## src/gpt_pkg.sv

```systemverilog
// constants, field layouts and shared types of the 16-bit general-purpose timer block
// assumes one core clock; source clocks other than the bus clock arrive as one-cycle enables
package gpt_pkg;

	////////////////////////////////////////////////////////////////////////////////
	// widths
	localparam int ADDR_W = 12; // 1 KB window per timer plus the interrupt block
	localparam int DATA_W = 32; // register bus data width
	localparam int CNT_W = 16; // counter width
	localparam int PRE_W = 15; // prescaler counter width, enough for 32768
	localparam int NUM_UNITS = 3; // identical timer units
	localparam int NUM_SRC = 4; // selectable count sources

	////////////////////////////////////////////////////////////////////////////////
	// address map: addr[11:10] picks the unit, addr[9:0] the register
	localparam logic [1:0] BLK_IRQ = 2'h3; // block index of the shared interrupt registers
	localparam logic [9:0] OFS_RELOAD = 10'h000; // reload_value_reg
	localparam logic [9:0] OFS_COUNT = 10'h004; // current_count_reg
	localparam logic [9:0] OFS_SETUP = 10'h008; // timer_setup_reg
	localparam logic [9:0] OFS_ACK = 10'h00C; // timeout_ack_reg
	localparam logic [9:0] OFS_FLAGS = 10'h01C; // timer_flags_reg
	localparam logic [9:0] OFS_IRQ_STAT = 10'h000; // sticky timeout events, write one to clear
	localparam logic [9:0] OFS_IRQ_MASK = 10'h004; // interrupt mask, one enables

	////////////////////////////////////////////////////////////////////////////////
	// timer_setup_reg fields
	localparam int SETUP_W = 8;
	localparam int SETUP_RLD = 7; // clear also reloads the counter
	localparam int SETUP_CLK_HI = 6; // clock select, upper bit
	localparam int SETUP_CLK_LO = 5; // clock select, lower bit
	localparam int SETUP_EN = 4; // timer enable
	localparam int SETUP_PERIODIC = 3; // periodic_select
	localparam int SETUP_UP = 2; // count direction, one counts up
	localparam int SETUP_PRE_HI = 1; // prescaler code, upper bit
	localparam logic [SETUP_W-1:0] SETUP_RST = 8'h0A; // periodic, count down, divide by 256
	localparam int ACK_TMOUT = 0; // timeout_ack_reg clear bit
	localparam int FLAG_TMOUT = 0; // timer_flags_reg timeout bit

	////////////////////////////////////////////////////////////////////////////////
	// counter scale and reset values
	localparam logic [CNT_W-1:0] FULL_SCALE = 16'hFFFF;
	localparam logic [CNT_W-1:0] ZERO_SCALE = 16'h0000;
	localparam logic [CNT_W-1:0] ONE_STEP = 16'h0001;
	localparam logic [CNT_W-1:0] RELOAD_RST = 16'h0000;

	////////////////////////////////////////////////////////////////////////////////
	// clock sources and prescaler terminal counts (division factor minus one)
	localparam logic [1:0] SRC_PERIPH = 2'h0; // peripheral_bus_clock, every core cycle
	localparam logic [1:0] SRC_CORE = 2'h1; // core_clock
	localparam logic [1:0] SRC_LFOSC = 2'h2; // 32 kHz oscillator
	localparam logic [1:0] SRC_ANALOG = 2'h3; // analog root clock
	localparam logic [PRE_W-1:0] DIV_LAST_1 = 15'h0000;
	localparam logic [PRE_W-1:0] DIV_LAST_4 = 15'h0003;
	localparam logic [PRE_W-1:0] DIV_LAST_16 = 15'h000F;
	localparam logic [PRE_W-1:0] DIV_LAST_256 = 15'h00FF;
	localparam logic [PRE_W-1:0] DIV_LAST_32768 = 15'h7FFF;

	// per-unit software-visible state
	typedef struct packed {
		logic [CNT_W-1:0] reload; // reload value
		logic [CNT_W-1:0] count; // live counter
		logic [SETUP_W-1:0] setup; // control fields
		logic tmout; // timeout flag, also the unit's interrupt
	} gpt_unit_t;

	// last prescaler count for a code; code 00 divides by 4 only on the fast sources
	function automatic logic [PRE_W-1:0] gpt_div_last(input logic [1:0] code, input logic fast);
		logic [PRE_W-1:0] last;
		last = DIV_LAST_32768;
		case (code)
			2'h0: last = fast ? DIV_LAST_4 : DIV_LAST_1;
			2'h1: last = DIV_LAST_16;
			2'h2: last = DIV_LAST_256;
			default: last = DIV_LAST_32768;
		endcase
		return last;
	endfunction : gpt_div_last

	// value the counter starts from on enable or on a reload
	function automatic logic [CNT_W-1:0] gpt_start_value(input logic [SETUP_W-1:0] setup,
		input logic [CNT_W-1:0] reload);
		logic [CNT_W-1:0] start;
		start = reload;
		if (!setup[SETUP_PERIODIC])
			start = setup[SETUP_UP] ? ZERO_SCALE : FULL_SCALE;
		return start;
	endfunction : gpt_start_value

endpackage : gpt_pkg

```

## src/gpt_tick_if.sv

```systemverilog
// link between a timer unit and its prescaler
// assumes both ends run on the same core clock
interface gpt_tick_if;
	logic srcEn; // selected source edge, one-cycle pulse
	logic fastSrc; // bus or core clock selected
	logic [1:0] preCode; // prescaler code
	logic run; // timer enabled; low clears the prescaler
	logic tick; // prescaled count step, one-cycle pulse

	// timer side drives the controls, takes the tick
	modport unit (output srcEn, output fastSrc, output preCode, output run, input tick);
	// prescaler side
	modport pre (input srcEn, input fastSrc, input preCode, input run, output tick);
endinterface : gpt_tick_if

```

## src/gpt_prescaler.sv

```systemverilog
// prescaler of one timer unit: divides the selected source enable down to count steps
// assumes srcEn is already synchronous to core_clk
module gpt_prescaler
	import gpt_pkg::*;
(
	// clock and reset
	input wire logic core_clk,
	input wire logic reset,
	// unit link
	gpt_tick_if.pre lnk
);

	// all prescaler state
	typedef struct packed {
		logic [PRE_W-1:0] cnt; // source edges seen in this period
		logic tick; // registered step
	} gpt_pre_state_t;

	gpt_pre_state_t state_ff; // registered state
	gpt_pre_state_t nxt_state; // next state
	logic [PRE_W-1:0] lastCnt; // terminal count for the current code

	assign lastCnt = gpt_div_last(lnk.preCode, lnk.fastSrc);
	assign lnk.tick = state_ff.tick;

	////////////////////////////////////////////////////////////////////////////////
	// next state: count source edges, emit one tick per full period
	always_comb
	begin
		nxt_state = state_ff;
		nxt_state.tick = 1'b0;
		if (!lnk.run)
		begin
			// disabled: restart the period so the first step is a whole one
			nxt_state.cnt = '0;
		end
		else if (lnk.srcEn)
		begin
			if (state_ff.cnt >= lastCnt)
			begin
				// period complete
				nxt_state.cnt = '0;
				nxt_state.tick = 1'b1;
			end
			else
			begin
				nxt_state.cnt = state_ff.cnt + 15'h0001;
			end
		end
	end

	// state register
	always_ff @(posedge core_clk)
	begin
		if (reset)
			state_ff <= '0;
		else
			state_ff <= nxt_state;
	end

	////////////////////////////////////////////////////////////////////////////////
	// checks
	a_tick_needs_run: assert property (@(posedge core_clk) disable iff (reset)
		lnk.tick |-> $past(lnk.run) && $past(lnk.srcEn))
		else $error("prescaler ticked without an enabled source edge");
	a_fast_div_four: assert property (@(posedge core_clk) disable iff (reset)
		(lnk.run && lnk.srcEn && lnk.fastSrc && lnk.preCode == 2'h0) [*4] |-> ##1 $past(lnk.tick, 3)
		|| $past(lnk.tick, 2) || $past(lnk.tick, 1) || lnk.tick)
		else $error("fast source code 00 does not divide by four");

endmodule : gpt_prescaler

```

## src/gpt_timer.sv

```systemverilog
// three 16-bit up/down timers with register port and shared interrupt
// assumes srcTick pulses are synchronous one-cycle enables on core_clk
//
// Summary of operation
// - three units, 16-bit counter, up or down
// - four selectable count sources per unit
// - prescaler divides by 1, 4, 16, 256, 32768
// - code 00 divides by 4 on fast sources
// - full scale all ones, zero scale zero
// - free-run sweeps range, restarts on step to end
// - bit 2 direction; periodic runs from reload
// - direction one counts up, zero counts down
// - periodic end: interrupt, reload, keep counting
// - reaching end sets timeout flag and interrupt
// - writing ack bit 0 clears flag, interrupt
// - reload bit makes ack also reload counter
// - count readable anytime without stopping timer
// - down periodic period is reload times prescale
// - clearing enable stops and zeroes the counter
//
// Added by the designer: the strobed register port and the register offsets.
module gpt_timer
	import gpt_pkg::*;
#(
	parameter int UNITS = NUM_UNITS // number of identical units
)
(
	// clock and reset
	input wire logic core_clk,
	input wire logic reset,
	// register port
	input wire logic [gpt_pkg::ADDR_W-1:0] regAddr,
	input wire logic [gpt_pkg::DATA_W-1:0] regWrData,
	input wire logic regWr,
	input wire logic regRd,
	output logic [gpt_pkg::DATA_W-1:0] regRdData,
	// source enables: core clock, 32 kHz oscillator, analog root clock
	input wire logic [gpt_pkg::NUM_SRC-2:0] srcTick,
	// interrupts
	output logic [UNITS-1:0] unitIrq,
	output logic timeoutIrq
);

	////////////////////////////////////////////////////////////////////////////////
	// state

	// all block state
	typedef struct packed {
		gpt_unit_t [UNITS-1:0] unit; // per-unit registers and counters
		logic [UNITS-1:0] irqStat; // sticky timeout events
		logic [UNITS-1:0] irqMask; // interrupt mask
		logic irq; // registered interrupt line
		logic [DATA_W-1:0] rdData; // registered read answer
	} gpt_state_t;

	gpt_state_t state_ff; // registered state
	gpt_state_t nxt_state; // next state
	logic [UNITS-1:0] unitTick; // prescaled steps, one per unit
	logic [NUM_SRC-1:0] srcAll; // all four source enables
	logic [1:0] blkSel; // addressed block
	logic [9:0] regOfs; // offset within the block

	// bus clock source runs every core cycle
	assign srcAll = {srcTick, 1'b1};
	assign blkSel = regAddr[ADDR_W-1:ADDR_W-2];
	assign regOfs = regAddr[9:0];

	////////////////////////////////////////////////////////////////////////////////
	// one prescaler per unit
	genvar gi;
	generate
		for (gi = 0; gi < UNITS; gi++)
		begin : g_pre
			gpt_tick_if lnk ();
			logic [1:0] clkSel; // selected source of this unit
			assign clkSel = state_ff.unit[gi].setup[SETUP_CLK_HI:SETUP_CLK_LO];
			assign lnk.srcEn = srcAll[clkSel];
			assign lnk.fastSrc = (clkSel == SRC_PERIPH) || (clkSel == SRC_CORE);
			assign lnk.preCode = state_ff.unit[gi].setup[SETUP_PRE_HI:0];
			assign lnk.run = state_ff.unit[gi].setup[SETUP_EN];
			assign unitTick[gi] = lnk.tick;
			gpt_prescaler u_pre (
				.core_clk(core_clk),
				.reset(reset),
				.lnk(lnk.pre)
			);
		end
	endgenerate

	////////////////////////////////////////////////////////////////////////////////
	// next state: counting, timeouts, register writes and reads
	always_comb
	begin
		gpt_unit_t u;
		logic hit;
		logic [CNT_W-1:0] endVal;
		logic [CNT_W-1:0] stepVal;
		logic wrHere;
		logic [DATA_W-1:0] rdVal;
		logic [UNITS-1:0] hitAll; // timeouts of this cycle, kept for the status clear
		u = '0;
		hit = 1'b0;
		hitAll = '0;
		endVal = ZERO_SCALE;
		stepVal = ZERO_SCALE;
		wrHere = 1'b0;
		rdVal = '0;
		nxt_state = state_ff;
		for (int i = 0; i < UNITS; i++)
		begin
			u = state_ff.unit[i];
			wrHere = regWr && (blkSel == 2'(i));
			// end of range and the counter value one step on in the chosen direction
			endVal = u.setup[SETUP_UP] ? FULL_SCALE : ZERO_SCALE;
			stepVal = u.setup[SETUP_UP] ? (u.count + ONE_STEP) : (u.count - ONE_STEP);
			// the step that lands on the end restarts at once, so a down count
			// from the reload value times out after exactly that many steps
			hit = u.setup[SETUP_EN] && unitTick[i] && (stepVal == endVal || u.count == endVal);
			hitAll[i] = hit;
			if (!u.setup[SETUP_EN])
			begin
				// disabled: counter held at its reset value
				nxt_state.unit[i].count = ZERO_SCALE;
			end
			else if (hit)
			begin
				// restart from reload in periodic mode, else from the far end
				nxt_state.unit[i].count = gpt_start_value(u.setup, u.reload);
				nxt_state.unit[i].tmout = 1'b1;
				nxt_state.irqStat[i] = 1'b1;
			end
			else if (unitTick[i])
			begin
				// one step per prescaled tick in the chosen direction
				nxt_state.unit[i].count = stepVal;
			end
			// software writes
			if (wrHere && regOfs == OFS_RELOAD)
				nxt_state.unit[i].reload = regWrData[CNT_W-1:0];
			if (wrHere && regOfs == OFS_SETUP)
			begin
				nxt_state.unit[i].setup = regWrData[SETUP_W-1:0];
				// enabling loads the start point of the selected mode
				if (regWrData[SETUP_EN] && !u.setup[SETUP_EN])
					nxt_state.unit[i].count = gpt_start_value(regWrData[SETUP_W-1:0],
						u.reload);
				if (!regWrData[SETUP_EN])
					nxt_state.unit[i].count = ZERO_SCALE;
			end
			if (wrHere && regOfs == OFS_ACK && regWrData[ACK_TMOUT])
			begin
				// a timeout in the same cycle is kept: set wins over clear
				nxt_state.unit[i].tmout = hit;
				nxt_state.irqStat[i] = hit;
				if (u.setup[SETUP_RLD] && u.setup[SETUP_EN])
					nxt_state.unit[i].count = gpt_start_value(u.setup, u.reload);
			end
		end
		// shared interrupt registers
		if (regWr && blkSel == BLK_IRQ && regOfs == OFS_IRQ_STAT)
		begin
			for (int i = 0; i < UNITS; i++)
			begin
				// only a timeout in this very cycle survives the clear: set wins
				if (regWrData[i] && !hitAll[i])
					nxt_state.irqStat[i] = 1'b0;
			end
		end
		if (regWr && blkSel == BLK_IRQ && regOfs == OFS_IRQ_MASK)
			nxt_state.irqMask = regWrData[UNITS-1:0];
		nxt_state.irq = |(nxt_state.irqStat & nxt_state.irqMask);
		// read answer, valid the cycle after the strobe only
		rdVal = '0;
		if (blkSel == BLK_IRQ)
		begin
			if (regOfs == OFS_IRQ_STAT)
				rdVal[UNITS-1:0] = state_ff.irqStat;
			else if (regOfs == OFS_IRQ_MASK)
				rdVal[UNITS-1:0] = state_ff.irqMask;
		end
		else if (32'(blkSel) < UNITS)
		begin
			u = state_ff.unit[blkSel];
			case (regOfs)
				OFS_RELOAD: rdVal[CNT_W-1:0] = u.reload;
				OFS_COUNT: rdVal[CNT_W-1:0] = u.count;
				OFS_SETUP: rdVal[SETUP_W-1:0] = u.setup;
				OFS_FLAGS: rdVal[FLAG_TMOUT] = u.tmout;
				default: rdVal = '0; // ack register and holes read zero
			endcase
		end
		nxt_state.rdData = regRd ? rdVal : '0;
	end

	// state register
	always_ff @(posedge core_clk)
	begin
		if (reset)
		begin
			state_ff <= '0;
			for (int i = 0; i < UNITS; i++)
			begin
				state_ff.unit[i].setup <= SETUP_RST;
				state_ff.unit[i].reload <= RELOAD_RST;
			end
		end
		else
			state_ff <= nxt_state;
	end

	////////////////////////////////////////////////////////////////////////////////
	// outputs straight from flops
	assign regRdData = state_ff.rdData;
	assign timeoutIrq = state_ff.irq;
	generate
		for (gi = 0; gi < UNITS; gi++)
		begin : g_irq
			assign unitIrq[gi] = state_ff.unit[gi].tmout;
		end
	endgenerate

	////////////////////////////////////////////////////////////////////////////////
	// checks on unit 0
	logic [CNT_W-1:0] c0; // unit 0 counter
	logic en0; // unit 0 enabled
	logic up0; // unit 0 counts up
	logic per0; // unit 0 periodic
	assign c0 = state_ff.unit[0].count;
	assign en0 = state_ff.unit[0].setup[SETUP_EN];
	assign up0 = state_ff.unit[0].setup[SETUP_UP];
	assign per0 = state_ff.unit[0].setup[SETUP_PERIODIC];

	a_disabled_zero: assert property (@(posedge core_clk) disable iff (reset)
		!en0 && !regWr |=> c0 == ZERO_SCALE)
		else $error("disabled counter not at zero");
	a_hold_no_tick: assert property (@(posedge core_clk) disable iff (reset)
		en0 && !unitTick[0] && !regWr |=> c0 == $past(c0))
		else $error("counter moved without a tick");
	a_step_up: assert property (@(posedge core_clk) disable iff (reset)
		en0 && up0 && unitTick[0] && !regWr && c0 < 16'hFFFE |=> c0 == $past(c0) + ONE_STEP)
		else $error("up count did not step by one");
	a_step_down: assert property (@(posedge core_clk) disable iff (reset)
		en0 && !up0 && unitTick[0] && !regWr && c0 > 16'h0001 |=> c0 == $past(c0) - ONE_STEP)
		else $error("down count did not step by one");
	a_periodic_reload: assert property (@(posedge core_clk) disable iff (reset)
		en0 && per0 && !up0 && unitTick[0] && !regWr && c0 == ONE_STEP
		|=> c0 == state_ff.unit[0].reload && state_ff.unit[0].tmout && unitIrq[0])
		else $error("periodic timeout did not reload and flag");
	a_freerun_wrap: assert property (@(posedge core_clk) disable iff (reset)
		en0 && !per0 && up0 && unitTick[0] && !regWr && c0 == 16'hFFFE |=> c0 == ZERO_SCALE)
		else $error("free-run up count did not restart at zero");
	a_ack_clears: assert property (@(posedge core_clk) disable iff (reset)
		regWr && blkSel == 2'h0 && regOfs == OFS_ACK && regWrData[ACK_TMOUT] && !unitTick[0]
		|=> !unitIrq[0] && !state_ff.irqStat[0])
		else $error("ack did not clear the timeout");
	a_ack_reload: assert property (@(posedge core_clk) disable iff (reset)
		regWr && blkSel == 2'h0 && regOfs == OFS_ACK && regWrData[ACK_TMOUT] && en0
		&& state_ff.unit[0].setup[SETUP_RLD] && per0 |=> c0 == $past(state_ff.unit[0].reload))
		else $error("ack with reload bit did not reload");
	a_read_count: assert property (@(posedge core_clk) disable iff (reset)
		regRd && blkSel == 2'h0 && regOfs == OFS_COUNT |=> regRdData == 32'($past(c0)))
		else $error("count read mismatch");
	a_irq_level: assert property (@(posedge core_clk) disable iff (reset)
		$rose(state_ff.irqStat[0]) && state_ff.irqMask[0] |-> timeoutIrq)
		else $error("unmasked timeout did not raise the interrupt");

endmodule : gpt_timer

```

## config.mk

```make
export PLATFORM = sky130hd
export DESIGN_NAME = gpt_timer
export DESIGN_NICKNAME = d
export VERILOG_FILES = /design/src/gpt_pkg.sv /design/src/gpt_tick_if.sv /design/src/gpt_prescaler.sv /design/src/gpt_timer.sv
export SDC_FILE = /design/constraint.sdc
export NUM_CORES = 1
export LEC_CHECK = 0
export ABC_AREA = 0
export BUFFER_PORTS_ARGS = -buffer_cell sky130_fd_sc_hd__buf_2
export CAP_MARGIN = 20
export CORE_MARGIN = 2
export CORE_UTILIZATION = 53
export DETAILED_ROUTE_END_ITERATION = 16
export PLACE_DENSITY = 0.68
export SLEW_MARGIN = 20
export SYNTH_ARGS = -nofsm -noshare
export SYNTH_HDL_FRONTEND = slang
export SYNTH_SLANG_ARGS = --single-unit
export TNS_END_PERCENT = 1
```

## constraint.sdc

```tcl
create_clock -name core_clk -period 7.3 [get_ports core_clk]
set_input_delay 0.73 -clock core_clk [delete_from_list [all_inputs] [get_ports core_clk]]
set_output_delay 0.73 -clock core_clk [all_outputs]
set_load 0.01 [all_outputs]
```

==> out/metrics.csv, run 1 <==
metric,value,unit
outcome,"complete, no violations",
"sum of internal, switching and leakage power",2.137,mW
area of the die,0.02951,mm^2
post-layout utilization of the core,56.40,%
total routed wirelength,44290,um
library cells used by synthesis,91,
Inserted Clock Buffers,17,
floorplan die height,171.8,um
DRT met1 WL,19580,um
GP Congestion,0.9295,
source-to-sink clock delay at the later pin of the worst-skew pair,460,ps
starting density of the core,53.71,%
ANT nets after route,0,
setup violation total in the final timing report,0,
share of synthesized area spent on multiplexers,6.365,%
first-pass GRT wire length,70210,um
buffers inserted during post-CTS setup optimization,0,
leak pwr,6.364,nW
dominant combinational cell family by area after synthesis,compound AO/OA/AOI/OAI gates,
clk_skew,14.30,ps
source of the critical timing path,state_ff[42],
Layout Cells excl Fill,2302,
arrival time worst endpoint,5850,ps
ratio of cells with drive above 1 in the final layout,6.864,%
Setup WS post-layout,1786,ps
relative slew slack,33.02,%
mean routed wirelength per cell,19.24,um
unrepaired setup endpoints after global routing,false,
number of max-capacitance violations reported,0,
uppermost metal layer occupied by signal nets,met5,
remaining routing DRC violations,0,
Syn Area/Cell,7.547,um^2
cell count after synthesis,1977,
worst min-delay path startpoint,state_ff[34],
Via Count,14720,
IO Port Bufs,54,
"share of synthesized cell area in full adder, half adder and majority cells",8.704,%
Power per Cell Area,136.4,mW/mm^2
final count of pins violating max slew,0,
Placed Cells,2269,
CTS H-tree lvls,4,
Async SR Flop Fraction,0,%
Setup Crit Path Kind,reg2reg,
vias per cell,6.393,
simple logic cell fraction of the synthesized area,22.60,%
kind of path behind the tightest hold check,reg2reg,
pre-CTS setup slack,1948,ps
initial antenna violation count,3,
first-pass detailed-route iteration total,6,
number of global-route vias before repair,13250,
GR Util All Layers,29.77,%
aggregate negative setup slack,0,ps
number of flops mapped to enable cells by yosys,0,
met2 WL post-DR,20170,um
number of DRC markers after the initial detailed-route iteration,1664,
met3 wire length,3524,um
synthesized cell area,0.01492,mm^2
Worst Path Max Fanout,16,
"buffers from clock root to sink, at most",2,
number of hold buffers added after cts,0,
Sinks on Clock Net,194,
total congestion overflow after global routing,0,
clock edge transition at the registers on the reported setup and hold paths,90,ps
type of destination of the critical path,register,
total number of yosys warnings,0,
final critical-path required period,5514,ps
final number of hold-violating endpoints,0,
Clock Tree Root,sky130_fd_sc_hd__clkbuf_16,
post-detailed-placement half-perimeter wirelength,32000,um
Core Region,0.02778,mm^2
worst vdd ir,0.0001529,V
cell row count,61,
ratio of final minimum period to clock period,75.53,%
Chip Width,171.8,um
Synth Area in XOR/XNOR,4.168,%
clock tree from TritonCTS,done,
part of the Yosys area used for sequential elements,26.03,%
Critical R2R Launch,state_ff[42],
I/O pins,87,
critical path data required time,7640,ps
timing-limited maximum frequency,181.4,MHz
synth-to-layout area growth,5.015,%
post-synthesis compound-gate area fraction,25.74,%
pin count of the biggest net entering global routing,71,
startpoint types,register,
quantity of gates resized following cts,0,
actual transition at the worst max-transition pin,995.6,ps
number of synthesized register bits,194,
count of nets after finishing,2063,
most common flop cell mapped by yosys,sky130_fd_sc_hd__dfxtp_1,
==> power by group <==
part / switching (mW) / internal [mW]
combinational: 0.0693 / 0.0246
sequential: 0.000133 / 1.06
clock: 0.491 / 0.495
==> cells by family after synthesis <==
logic type,after synthesis
other,1
AND/OR/NAND/NOR,699
AO/OA/AOI/OAI,604
flip-flops,194
buffers and inverters,213
multiplexers,93
adder cells (fa/ha/maj),102
XOR/XNOR,71
==> cells in the final DEF (no fill, tap or decap), types with 11 or more instances in the layout <==
cell type / Yosys / final
sky130_fd_sc_hd__a21oi_1: 248 / 248
sky130_fd_sc_hd__nand2_1: 235 / 235
sky130_fd_sc_hd__dfxtp_1: 194 / 194
sky130_fd_sc_hd__nor2_1: 152 / 148
sky130_fd_sc_hd__ha_1: 99 / 99
sky130_fd_sc_hd__mux2i_1: 87 / 87
sky130_fd_sc_hd__nor3_1: 82 / 82
sky130_fd_sc_hd__o21ai_0: 77 / 77
sky130_fd_sc_hd__a21o_1: 63 / 63
sky130_fd_sc_hd__buf_2: 2 / 53
sky130_fd_sc_hd__nand3_1: 47 / 47
sky130_fd_sc_hd__inv_1: 43 / 43
sky130_fd_sc_hd__nand4_1: 39 / 39
sky130_fd_sc_hd__xor2_1: 38 / 38
sky130_fd_sc_hd__xnor2_1: 33 / 33
sky130_fd_sc_hd__o22ai_1: 30 / 30
sky130_fd_sc_hd__and3_1: 29 / 29
sky130_fd_sc_hd__a211oi_1: 24 / 24
sky130_fd_sc_hd__o21a_1: 17 / 17
sky130_fd_sc_hd__clkbuf_16: 0 / 17
sky130_fd_sc_hd__conb_1: 1 / 16
sky130_fd_sc_hd__o211ai_1: 15 / 15
sky130_fd_sc_hd__buf_4: 35 / 14
sky130_fd_sc_hd__a211o_1: 13 / 13
sky130_fd_sc_hd__a31oi_1: 13 / 13
sky130_fd_sc_hd__nand2b_1: 13 / 13
sky130_fd_sc_hd__nor2b_1: 12 / 12
sky130_fd_sc_hd__a22oi_1: 12 / 12
sky130_fd_sc_hd__or4_1: 11 / 11
==> cell usage after synthesis, drive strengths merged (11+ instances only) <==
cell type  count  area, um^2
clkbuf       122       459.2
nand2        235       882.1
a31oi         13       81.33
a21oi        248        1241
o21ai         82       414.2
or4           11       82.58
nand3         47       235.2
nor2         152       570.6
nor3          82       410.4
o22ai         31       207.7
dfxtp        194        3884
mux2i         87       870.8
inv           43       161.4
and3          29       181.4
a22oi         12       90.09
buf           46       321.6
o21a          17       127.6
xnor2         33       289.0
a211oi        26       212.7
xor2          38       332.8
or2           11       68.82
a211o         13       113.9
a21o          63       473.0
nor2b         13       83.83
nand2b        13       81.33
o211ai        15       112.6
nand4         39       244.0
ha            99        1239
==> path summary, 6_finish.rpt <==
kind / cells past startpoint / to / slack [ps]
worst max register to register: 12 / c0[0] / 1790
worst min-delay path: 2 / state_ff[34] / 500
worst min register to register: 2 / state_ff[34] / 500
worst max-delay path: 12 / c0[0] / 1790
==> routing by layer <==
metal	vias up	GRT usage [%]
met1	6965	41.69
met5	-	0
met2	619	47.41
met3	82	4.165
met4	2	9.024
li1	7048	-
==> sequential cells by signal, indices dropped and copies added (netlist names) <==
register and cells:
state_ff 94, g_pre.u_pre.lnk.tick 3, g_pre.lnk.preCode 6, per0 1, g_pre.u_pre.state_ff 45, en0 1, timeoutIrq 1, g_pre.clkSel 6
c0 16, regRdData 16, g_pre.lnk.run 2, unitIrq 3
==> area by class of cell <==
type | instances | area, um^2
multi-input cells | 1585 | 10160
well taps | 378 | 473.0
clock inverters | 15 | 182.7
fillers | 2689 | 12110
diodes | 1 | 2.502
repair buffers | 67 | 370.4
clock buffers | 17 | 425.4
inverters | 45 | 168.9
flip-flops and latches | 194 | 3884
==> stage by stage <==
step                hold WS [ps]  area, um^2
floorplan                  449.9       14980
global placement           481.9       15050
detailed placement         484.3       15050
CTS                        495.5       15660
global route               521.7       15670
finish                     496.6       15670
==> worst max-delay path: stages, from the launching register on <==
cell and delay [ps]:
sky130_fd_sc_hd__dfxtp_1 580, sky130_fd_sc_hd__inv_1 440, sky130_fd_sc_hd__ha_1 520, sky130_fd_sc_hd__or2_2 380
sky130_fd_sc_hd__a41o_1 350, sky130_fd_sc_hd__o211a_1 250, sky130_fd_sc_hd__a211oi_1 540, sky130_fd_sc_hd__nand4_1 160
sky130_fd_sc_hd__nor3b_1 220, sky130_fd_sc_hd__nand4bb_1 570, sky130_fd_sc_hd__a211oi_2 960, sky130_fd_sc_hd__or2_1 330
sky130_fd_sc_hd__a211oi_1 110
Power figures use the tool's default switching activity.
==> run 2, diff against run 1 <==
==> constraint.sdc (replaced) <==
create_clock -name core_clk -period 5.6 [get_ports core_clk]
set_input_delay 0.56 -clock core_clk [delete_from_list [all_inputs] [get_ports core_clk]]
set_output_delay 0.56 -clock core_clk [all_outputs]
set_load 0.01 [all_outputs]
==> out/metrics.csv, run 2 (synthesis gave the netlist of run 1 again) <==
metric,value,unit,change
outcome,"complete, no violations",,
Final Instance Area,0.01572,mm^2,+0.33%
startpoint types,register,,
fraction of power spent switching nets,25.26,%,-0.95 points
Placed Cells,2275,,+0.26%
pre-CTS setup slack,751.6,ps,-1197 ps
GP Congestion,0.9164,,-1.4%
type of destination of the critical path,register,,
number of DRC markers after the initial detailed-route iteration,1702,,+2.3%
final worst hold slack,378.5,ps,-118.1 ps
Layout Cells excl Fill,2309,,+0.30%
quantity of gates resized following cts,0,,unchanged
area used by multi-input combinational logic,0.01016,mm^2,unchanged
sequential group share of total power,49.1,%,-0.4 points
Chip Width,171.8,um,unchanged
cell area after placement,0.01510,mm^2,+0.32%
Critical R2R Launch,state_ff[42],,
ANT nets after route,0,,unchanged
worst hold path depth,3,,+1
remaining routing DRC violations,0,,unchanged
Setup WS post-layout,653.2,ps,-1133 ps
aggregate negative setup slack,0,ps,unchanged
final critical-path required period,4947,ps,-567.1 ps
most used cells in the layout excluding fill and tap cells,"sky130_fd_sc_hd__a21oi_1, sky130_fd_sc_hd__nand2_1, sky130_fd_sc_hd__dfxtp_1, sky130_fd_sc_hd__nor2_1, sky130_fd_sc_hd__ha_1",,
first-pass detailed-route iteration total,6,,unchanged
ratio of cells with drive above 1 in the final layout,7.154,%,+0.29 points
Storage cell area,0.003884,mm^2,unchanged
source of the critical timing path,state_ff[42],,
floorplan die height,171.8,um,unchanged
worst r2r path cells,14,,+2
ratio of final minimum period to clock period,88.34,%,+13 points
source-to-sink clock delay at the later pin of the worst-skew pair,450,ps,about the same
post-detailed-placement half-perimeter wirelength,32390,um,+1.2%
area of the die,0.02951,mm^2,unchanged
"buffers from clock root to sink, at most",2,,unchanged
first-pass GRT wire length,71040,um,+1.2%
relative slew slack,26.40,%,-6.6 points
Via Count,14790,,+0.50%
I/O pins,87,,unchanged
final count of pins violating max slew,0,,unchanged
Clock Tree Root,sky130_fd_sc_hd__clkbuf_16,,
Core Region,0.02778,mm^2,unchanged
Inserted Clock Buffers,17,,unchanged
internal power,2.099,mW,+33%
Sinks on Clock Net,194,,unchanged
total congestion overflow after global routing,0,,unchanged
Fill cells,2674,,-0.56%
initial antenna violation count,3,,unchanged
Clock Power Share,46.5,%,+0.4 points
final number of hold-violating endpoints,0,,unchanged
number of flip-flops under the largest register name,94,,unchanged
Setup Crit Path Kind,reg2reg,,
vias per cell,6.405,,+0.20%
clock tree from TritonCTS,done,,
count of nets after finishing,2069,,+0.29%
number of global-route vias before repair,13270,,+0.12%
share of power burned in combinational logic,4.4,%,about the same
critical path data required time,5990,ps,-1650 ps
pin count of the biggest net entering global routing,79,,+11%
clk_skew,11.07,ps,-3.234 ps
Worst Path Max Fanout,16,,unchanged
total routed wirelength,44670,um,+0.86%
number of hold buffers added after cts,0,,unchanged
register containing the most flip-flops in the final layout,state_ff,,
worst vdd ir,0.0001828,V,+20%
timing-limited maximum frequency,202.2,MHz,+11%
arrival time worst endpoint,5330,ps,-520 ps
clock edge transition at the registers on the reported setup and hold paths,80,ps,about the same
mean routed wirelength per cell,19.35,um,+0.56%
cell row count,61,,unchanged
starting density of the core,53.71,%,unchanged
switching pwr,0.7095,mW,+27%
worst hold path endpoint,state_ff[158],,
actual transition at the worst max-transition pin,1100,ps,+104.4 ps
GR Util All Layers,30.27,%,+0.50 points
register-to-register setup slack,650,ps,-1130 ps
setup violation total in the final timing report,0,,unchanged
unrepaired setup endpoints after global routing,false,,
CTS H-tree lvls,4,,unchanged
Power per Cell Area,178.7,mW/mm^2,+31%
IO Port Bufs,54,,unchanged
synth-to-layout area growth,5.359,%,
endpoint of the worst-slack reg-to-reg timing path,c0[10],,
worst min-delay path startpoint,regWrData[12],,
largest registers,"state_ff: 94 flops, g_pre.u_pre.state_ff: 45 flops",,
kind of path behind the tightest hold check,in2reg,,
leak pwr,6.397,nW,+0.52%
buffers inserted during post-CTS setup optimization,0,,unchanged
"commonest non-fill, non-tap cell in the layout",sky130_fd_sc_hd__a21oi_1,,
number of max-capacitance violations reported,0,,unchanged
-- run 2: changes by cell type in the layout (fill, tap and decap cells not counted) --
cell,delta
sky130_fd_sc_hd__clkbuf_8,+1
sky130_fd_sc_hd__inv_6,-4
sky130_fd_sc_hd__bufinv_16,+1
sky130_fd_sc_hd__clkinv_4,+5
sky130_fd_sc_hd__diode_2,+1
sky130_fd_sc_hd__clkinv_8,-3
sky130_fd_sc_hd__buf_4,+6
-- run 2: critical path: stages, from the launching register on --
cell and delay (ps):
sky130_fd_sc_hd__dfxtp_1 590, sky130_fd_sc_hd__inv_1 450, sky130_fd_sc_hd__fa_1 620, sky130_fd_sc_hd__a21o_1 200, sky130_fd_sc_hd__a221oi_1 580, sky130_fd_sc_hd__xnor2_1 220, sky130_fd_sc_hd__or3_1 390, sky130_fd_sc_hd__mux2i_1 190
sky130_fd_sc_hd__nor3b_1 210, sky130_fd_sc_hd__nand4bb_1 120, sky130_fd_sc_hd__buf_4 200, sky130_fd_sc_hd__a211oi_2 530, sky130_fd_sc_hd__buf_4 250, sky130_fd_sc_hd__mux2i_1 200, sky130_fd_sc_hd__o2bb2ai_1 120
-- run 2: metrics by stage --
step | total power [mW] | util (%)
2_1_floorplan | 1.495 | -
6_report | 2.809 | 56.58
4_1_cts | 2.810 | 56.54
3_5_place_dp | 1.530 | 54.34
5_1_grt | 2.878 | 56.58
3_3_place_gp | 1.530 | 54.33
-- run 2: layer usage --
layer	routed length, um	GRT usage [%]
met1	19700	42.34
met3	3590	5.499
met2	20320	47.44
met4	1046	8.951
met5	13	0
-- run 2: worst max path at each step --
stage,endpoint,slack [ps],cells past startpoint
final,c0[10],650,14
after global routing,c0[10],240,14
after CTS,c0[10],730,14
after detailed placement,c0[10],750,14
after global placement,c0[10],840,14
after floorplan,state_ff[101],1390,15
-- run 2: power groups by stage --
stage          Clock [mW]  Combinational, mW  Sequential [mW]
2_1_floorplan           0             0.0843             1.41
3_3_place_gp            0              0.119             1.41
3_5_place_dp            0              0.119             1.41
4_1_cts              1.31              0.119             1.38
5_1_grt              1.37              0.131             1.38
6_report             1.31              0.123             1.38
-- run 2: cell type report --
type | count | share of cell area, %
tap | 378 | 3.009
inverter | 45 | 1.074
clock buffer | 18 | 2.794
sequential | 194 | 24.71
clock inverter | 14 | 1.098
timing repair buffer | 73 | 2.642
antenna | 2 | 0.03184
multi-input combinational | 1585 | 64.64
==> run 3, diff against run 2 <==
--- a/config.mk
+++ b/config.mk
@@ -11,7 +11,7 @@
 export CORE_MARGIN = 2
 export CORE_UTILIZATION = 53
 export DETAILED_ROUTE_END_ITERATION = 16
-export PLACE_DENSITY = 0.68
+export PLACE_DENSITY = 0.73
 export SLEW_MARGIN = 20
 export SYNTH_ARGS = -nofsm -noshare
 export SYNTH_HDL_FRONTEND = slang
==> out/metrics.csv, run 3 (synthesis gave the netlist of run 1 again) <==
metric,value,unit,change
outcome,"complete, no violations",,
IO Port Bufs,54,,unchanged
GR Util All Layers,29.92,%,-0.35 points
total routed wirelength,44050,um,-1.4%
share of power burned in combinational logic,4.5,%,about the same
worst min-delay path startpoint,regWrData[13],,
kind of path behind the tightest hold check,in2reg,,
most used cells in the layout excluding fill and tap cells,"sky130_fd_sc_hd__a21oi_1, sky130_fd_sc_hd__nand2_1, sky130_fd_sc_hd__dfxtp_1, sky130_fd_sc_hd__nor2_1, sky130_fd_sc_hd__ha_1",,
Final Instance Area,0.01567,mm^2,-0.34%
GP Congestion,0.9553,,+4.2%
Critical Path Max Stage Delay,630,ps,about the same
Sinks on Clock Net,194,,unchanged
Chip Width,171.8,um,unchanged
final worst hold slack,376.3,ps,-2.206 ps
critical path data required time,5970,ps,-20 ps
unrepaired setup endpoints after global routing,false,,
type of destination of the critical path,register,,
number of flip-flops under the largest register name,94,,unchanged
switching pwr,0.6959,mW,-1.9%
register containing the most flip-flops in the final layout,state_ff,,
setup violation total in the final timing report,0,,unchanged
ratio of final minimum period to clock period,89.14,%,+0.81 points
synth-to-layout area growth,4.998,%,
timing-limited maximum frequency,200.3,MHz,-0.91%
worst hold path depth,3,,unchanged
final critical-path required period,4992,ps,+45.22 ps
register-to-register setup slack,610,ps,-50 ps
I/O pins,87,,unchanged
first-pass detailed-route iteration total,5,,-1
CTS H-tree lvls,4,,unchanged
number of global-route vias before repair,13770,,+3.8%
cell area after placement,0.01508,mm^2,-0.11%
Placed Cells,2272,,-0.13%
pin count of the biggest net entering global routing,76,,-3.8%
vias per cell,6.435,,+0.46%
"buffers from clock root to sink, at most",2,,unchanged
clk_skew,18.68,ps,+7.611 ps
Clock Power Share,45.3,%,-1.2 points
worst hold path endpoint,state_ff[118],,
number of DRC markers after the initial detailed-route iteration,1716,,+0.82%
startpoint types,register,,
"sum of internal, switching and leakage power",2.745,mW,-2.3%
Inserted Clock Buffers,17,,unchanged
Power per Cell Area,175.2,mW/mm^2,-1.9%
ANT nets after route,0,,unchanged
"slowest stage cell, crit path",sky130_fd_sc_hd__a221oi_1,,
largest registers,"state_ff: 94 flops, g_pre.u_pre.state_ff: 45 flops",,
number of max-capacitance violations reported,0,,unchanged
internal power,2.049,mW,-2.4%
quantity of gates resized following cts,0,,unchanged
floorplan die height,171.8,um,unchanged
source-to-sink clock delay at the later pin of the worst-skew pair,470,ps,+20 ps
actual transition at the worst max-transition pin,1153,ps,+52.84 ps
post-detailed-placement half-perimeter wirelength,31880,um,-1.6%
endpoint of the worst-slack reg-to-reg timing path,c0[2],,
clock edge transition at the registers on the reported setup and hold paths,80,ps,about the same
fraction of power spent switching nets,25.35,%,+0.089 points
count of nets after finishing,2066,,-0.14%
final number of hold-violating endpoints,0,,unchanged
first-pass GRT wire length,70970,um,about the same
Clock Tree Root,sky130_fd_sc_hd__clkbuf_16,,
remaining routing DRC violations,0,,unchanged
initial antenna violation count,1,,-2
"commonest non-fill, non-tap cell in the layout",sky130_fd_sc_hd__a21oi_1,,
arrival time worst endpoint,5360,ps,+30 ps
Layout Cells excl Fill,2305,,-0.17%
starting density of the core,53.71,%,unchanged
cell row count,61,,unchanged
worst vdd ir,0.0002179,V,+19%
clock tree from TritonCTS,done,,
Critical Path Most Common Cell,sky130_fd_sc_hd__buf_4,,
cell chain of the critical path,inv_1 > fa_1 > a21o_1 > a221oi_1 > xnor2_1 > or3_1 > mux2i_1 > and4b_1 > a41oi_2 > buf_4 > a211oi_2 > buf_4 > nor3_1 > a211oi_1,,
Worst Path Max Fanout,16,,unchanged
worst r2r path cells,14,,unchanged
mean routed wirelength per cell,19.11,um,-1.2%
leak pwr,6.363,nW,-0.53%
number of hold buffers added after cts,0,,unchanged
buffers inserted during post-CTS setup optimization,0,,unchanged
ratio of cells with drive above 1 in the final layout,7.009,%,-0.14 points
Core Region,0.02778,mm^2,unchanged
relative slew slack,22.86,%,-3.5 points
final count of pins violating max slew,0,,unchanged
Setup Crit Path Kind,reg2reg,,
Critical R2R Launch,state_ff[42],,
sequential group share of total power,50.2,%,+1.1 points
total congestion overflow after global routing,0,,unchanged
Via Count,14830,,+0.28%
aggregate negative setup slack,0,ps,unchanged
area of the die,0.02951,mm^2,unchanged
-- run 3: cell types whose count changed in the layout (fill, tap and decap cells not counted) --
cell,change
sky130_fd_sc_hd__a31oi_1,-1
sky130_fd_sc_hd__a31oi_2,+1
sky130_fd_sc_hd__buf_4,-3
sky130_fd_sc_hd__bufinv_16,-1
sky130_fd_sc_hd__clkinv_2,+1
sky130_fd_sc_hd__clkinv_4,-4
sky130_fd_sc_hd__clkinvlp_4,+2
sky130_fd_sc_hd__diode_2,-1
sky130_fd_sc_hd__inv_6,+4
sky130_fd_sc_hd__inv_8,-2
sky130_fd_sc_hd__nor2_1,+1
sky130_fd_sc_hd__nor2_2,-1
-- run 3: critical path, delay by kind of cell, from the launching register on --
family | cells | cell delay (ps)
flops | 1 | 590
simple gates | 3 | 700
compound gates | 5 | 1660
xor+xnor | 1 | 190
buf+inv | 3 | 910
mux | 1 | 220
fa+ha+maj | 1 | 620
-- run 3: power by group through the flow --
stage	sequential, mW	clock [mW]	combinational (mW)
6_report	1.38	1.24	0.123
5_1_grt	1.38	1.30	0.130
4_1_cts	1.38	1.24	0.118
2_1_floorplan	1.41	0	0.0843
3_5_place_dp	1.41	0	0.118
3_3_place_gp	1.41	0	0.117
-- run 3: worst max-delay path by stage --
stage                       startpoint            end  slack (ps)
after floorplan           state_ff[83]  state_ff[101]        1390
after global placement    state_ff[42]          c0[3]         890
after detailed placement  state_ff[42]          c0[3]         740
after CTS                 state_ff[42]          c0[2]         720
after global routing      state_ff[42]          c0[3]         350
final                     state_ff[42]          c0[2]         610
-- run 3: final cells by class --
cell class / instances / area (um^2)
Clock buffer: 18 / 439.2
Multi-Input combinational cell: 1585 / 10170
Clock inverter: 14 / 140.1
Inverter: 45 / 168.9
Tap cell: 378 / 473.0
Sequential cell: 194 / 3884
Antenna cell: 1 / 2.502
Timing Repair Buffer: 70 / 392.9
Fill cell: 2626 / 12120
-- run 3: per-stage QoR --
step	setup slack (ps)	utilization (%)
global route	350.7	56.38
finish	608.0	56.39
detailed placement	743.9	54.28
floorplan	1395	-
global placement	885.9	54.25
CTS	719.8	56.37
-- run 3: routing by layer --
| metal | vias up | part of all wire (%) | track usage [%] | routed length, um |
|---|---|---|---|---|
| met5 | - | 0 | 0 | 0 |
| met4 | 0 | 3.5 | 12.79 | 1548 |
| met3 | 111 | 8.2 | 5.960 | 3598 |
| met2 | 673 | 45 | 47.02 | 19930 |
| met1 | 7006 | 43 | 39.90 | 18980 |
| li1 | 7042 | - | - | - |
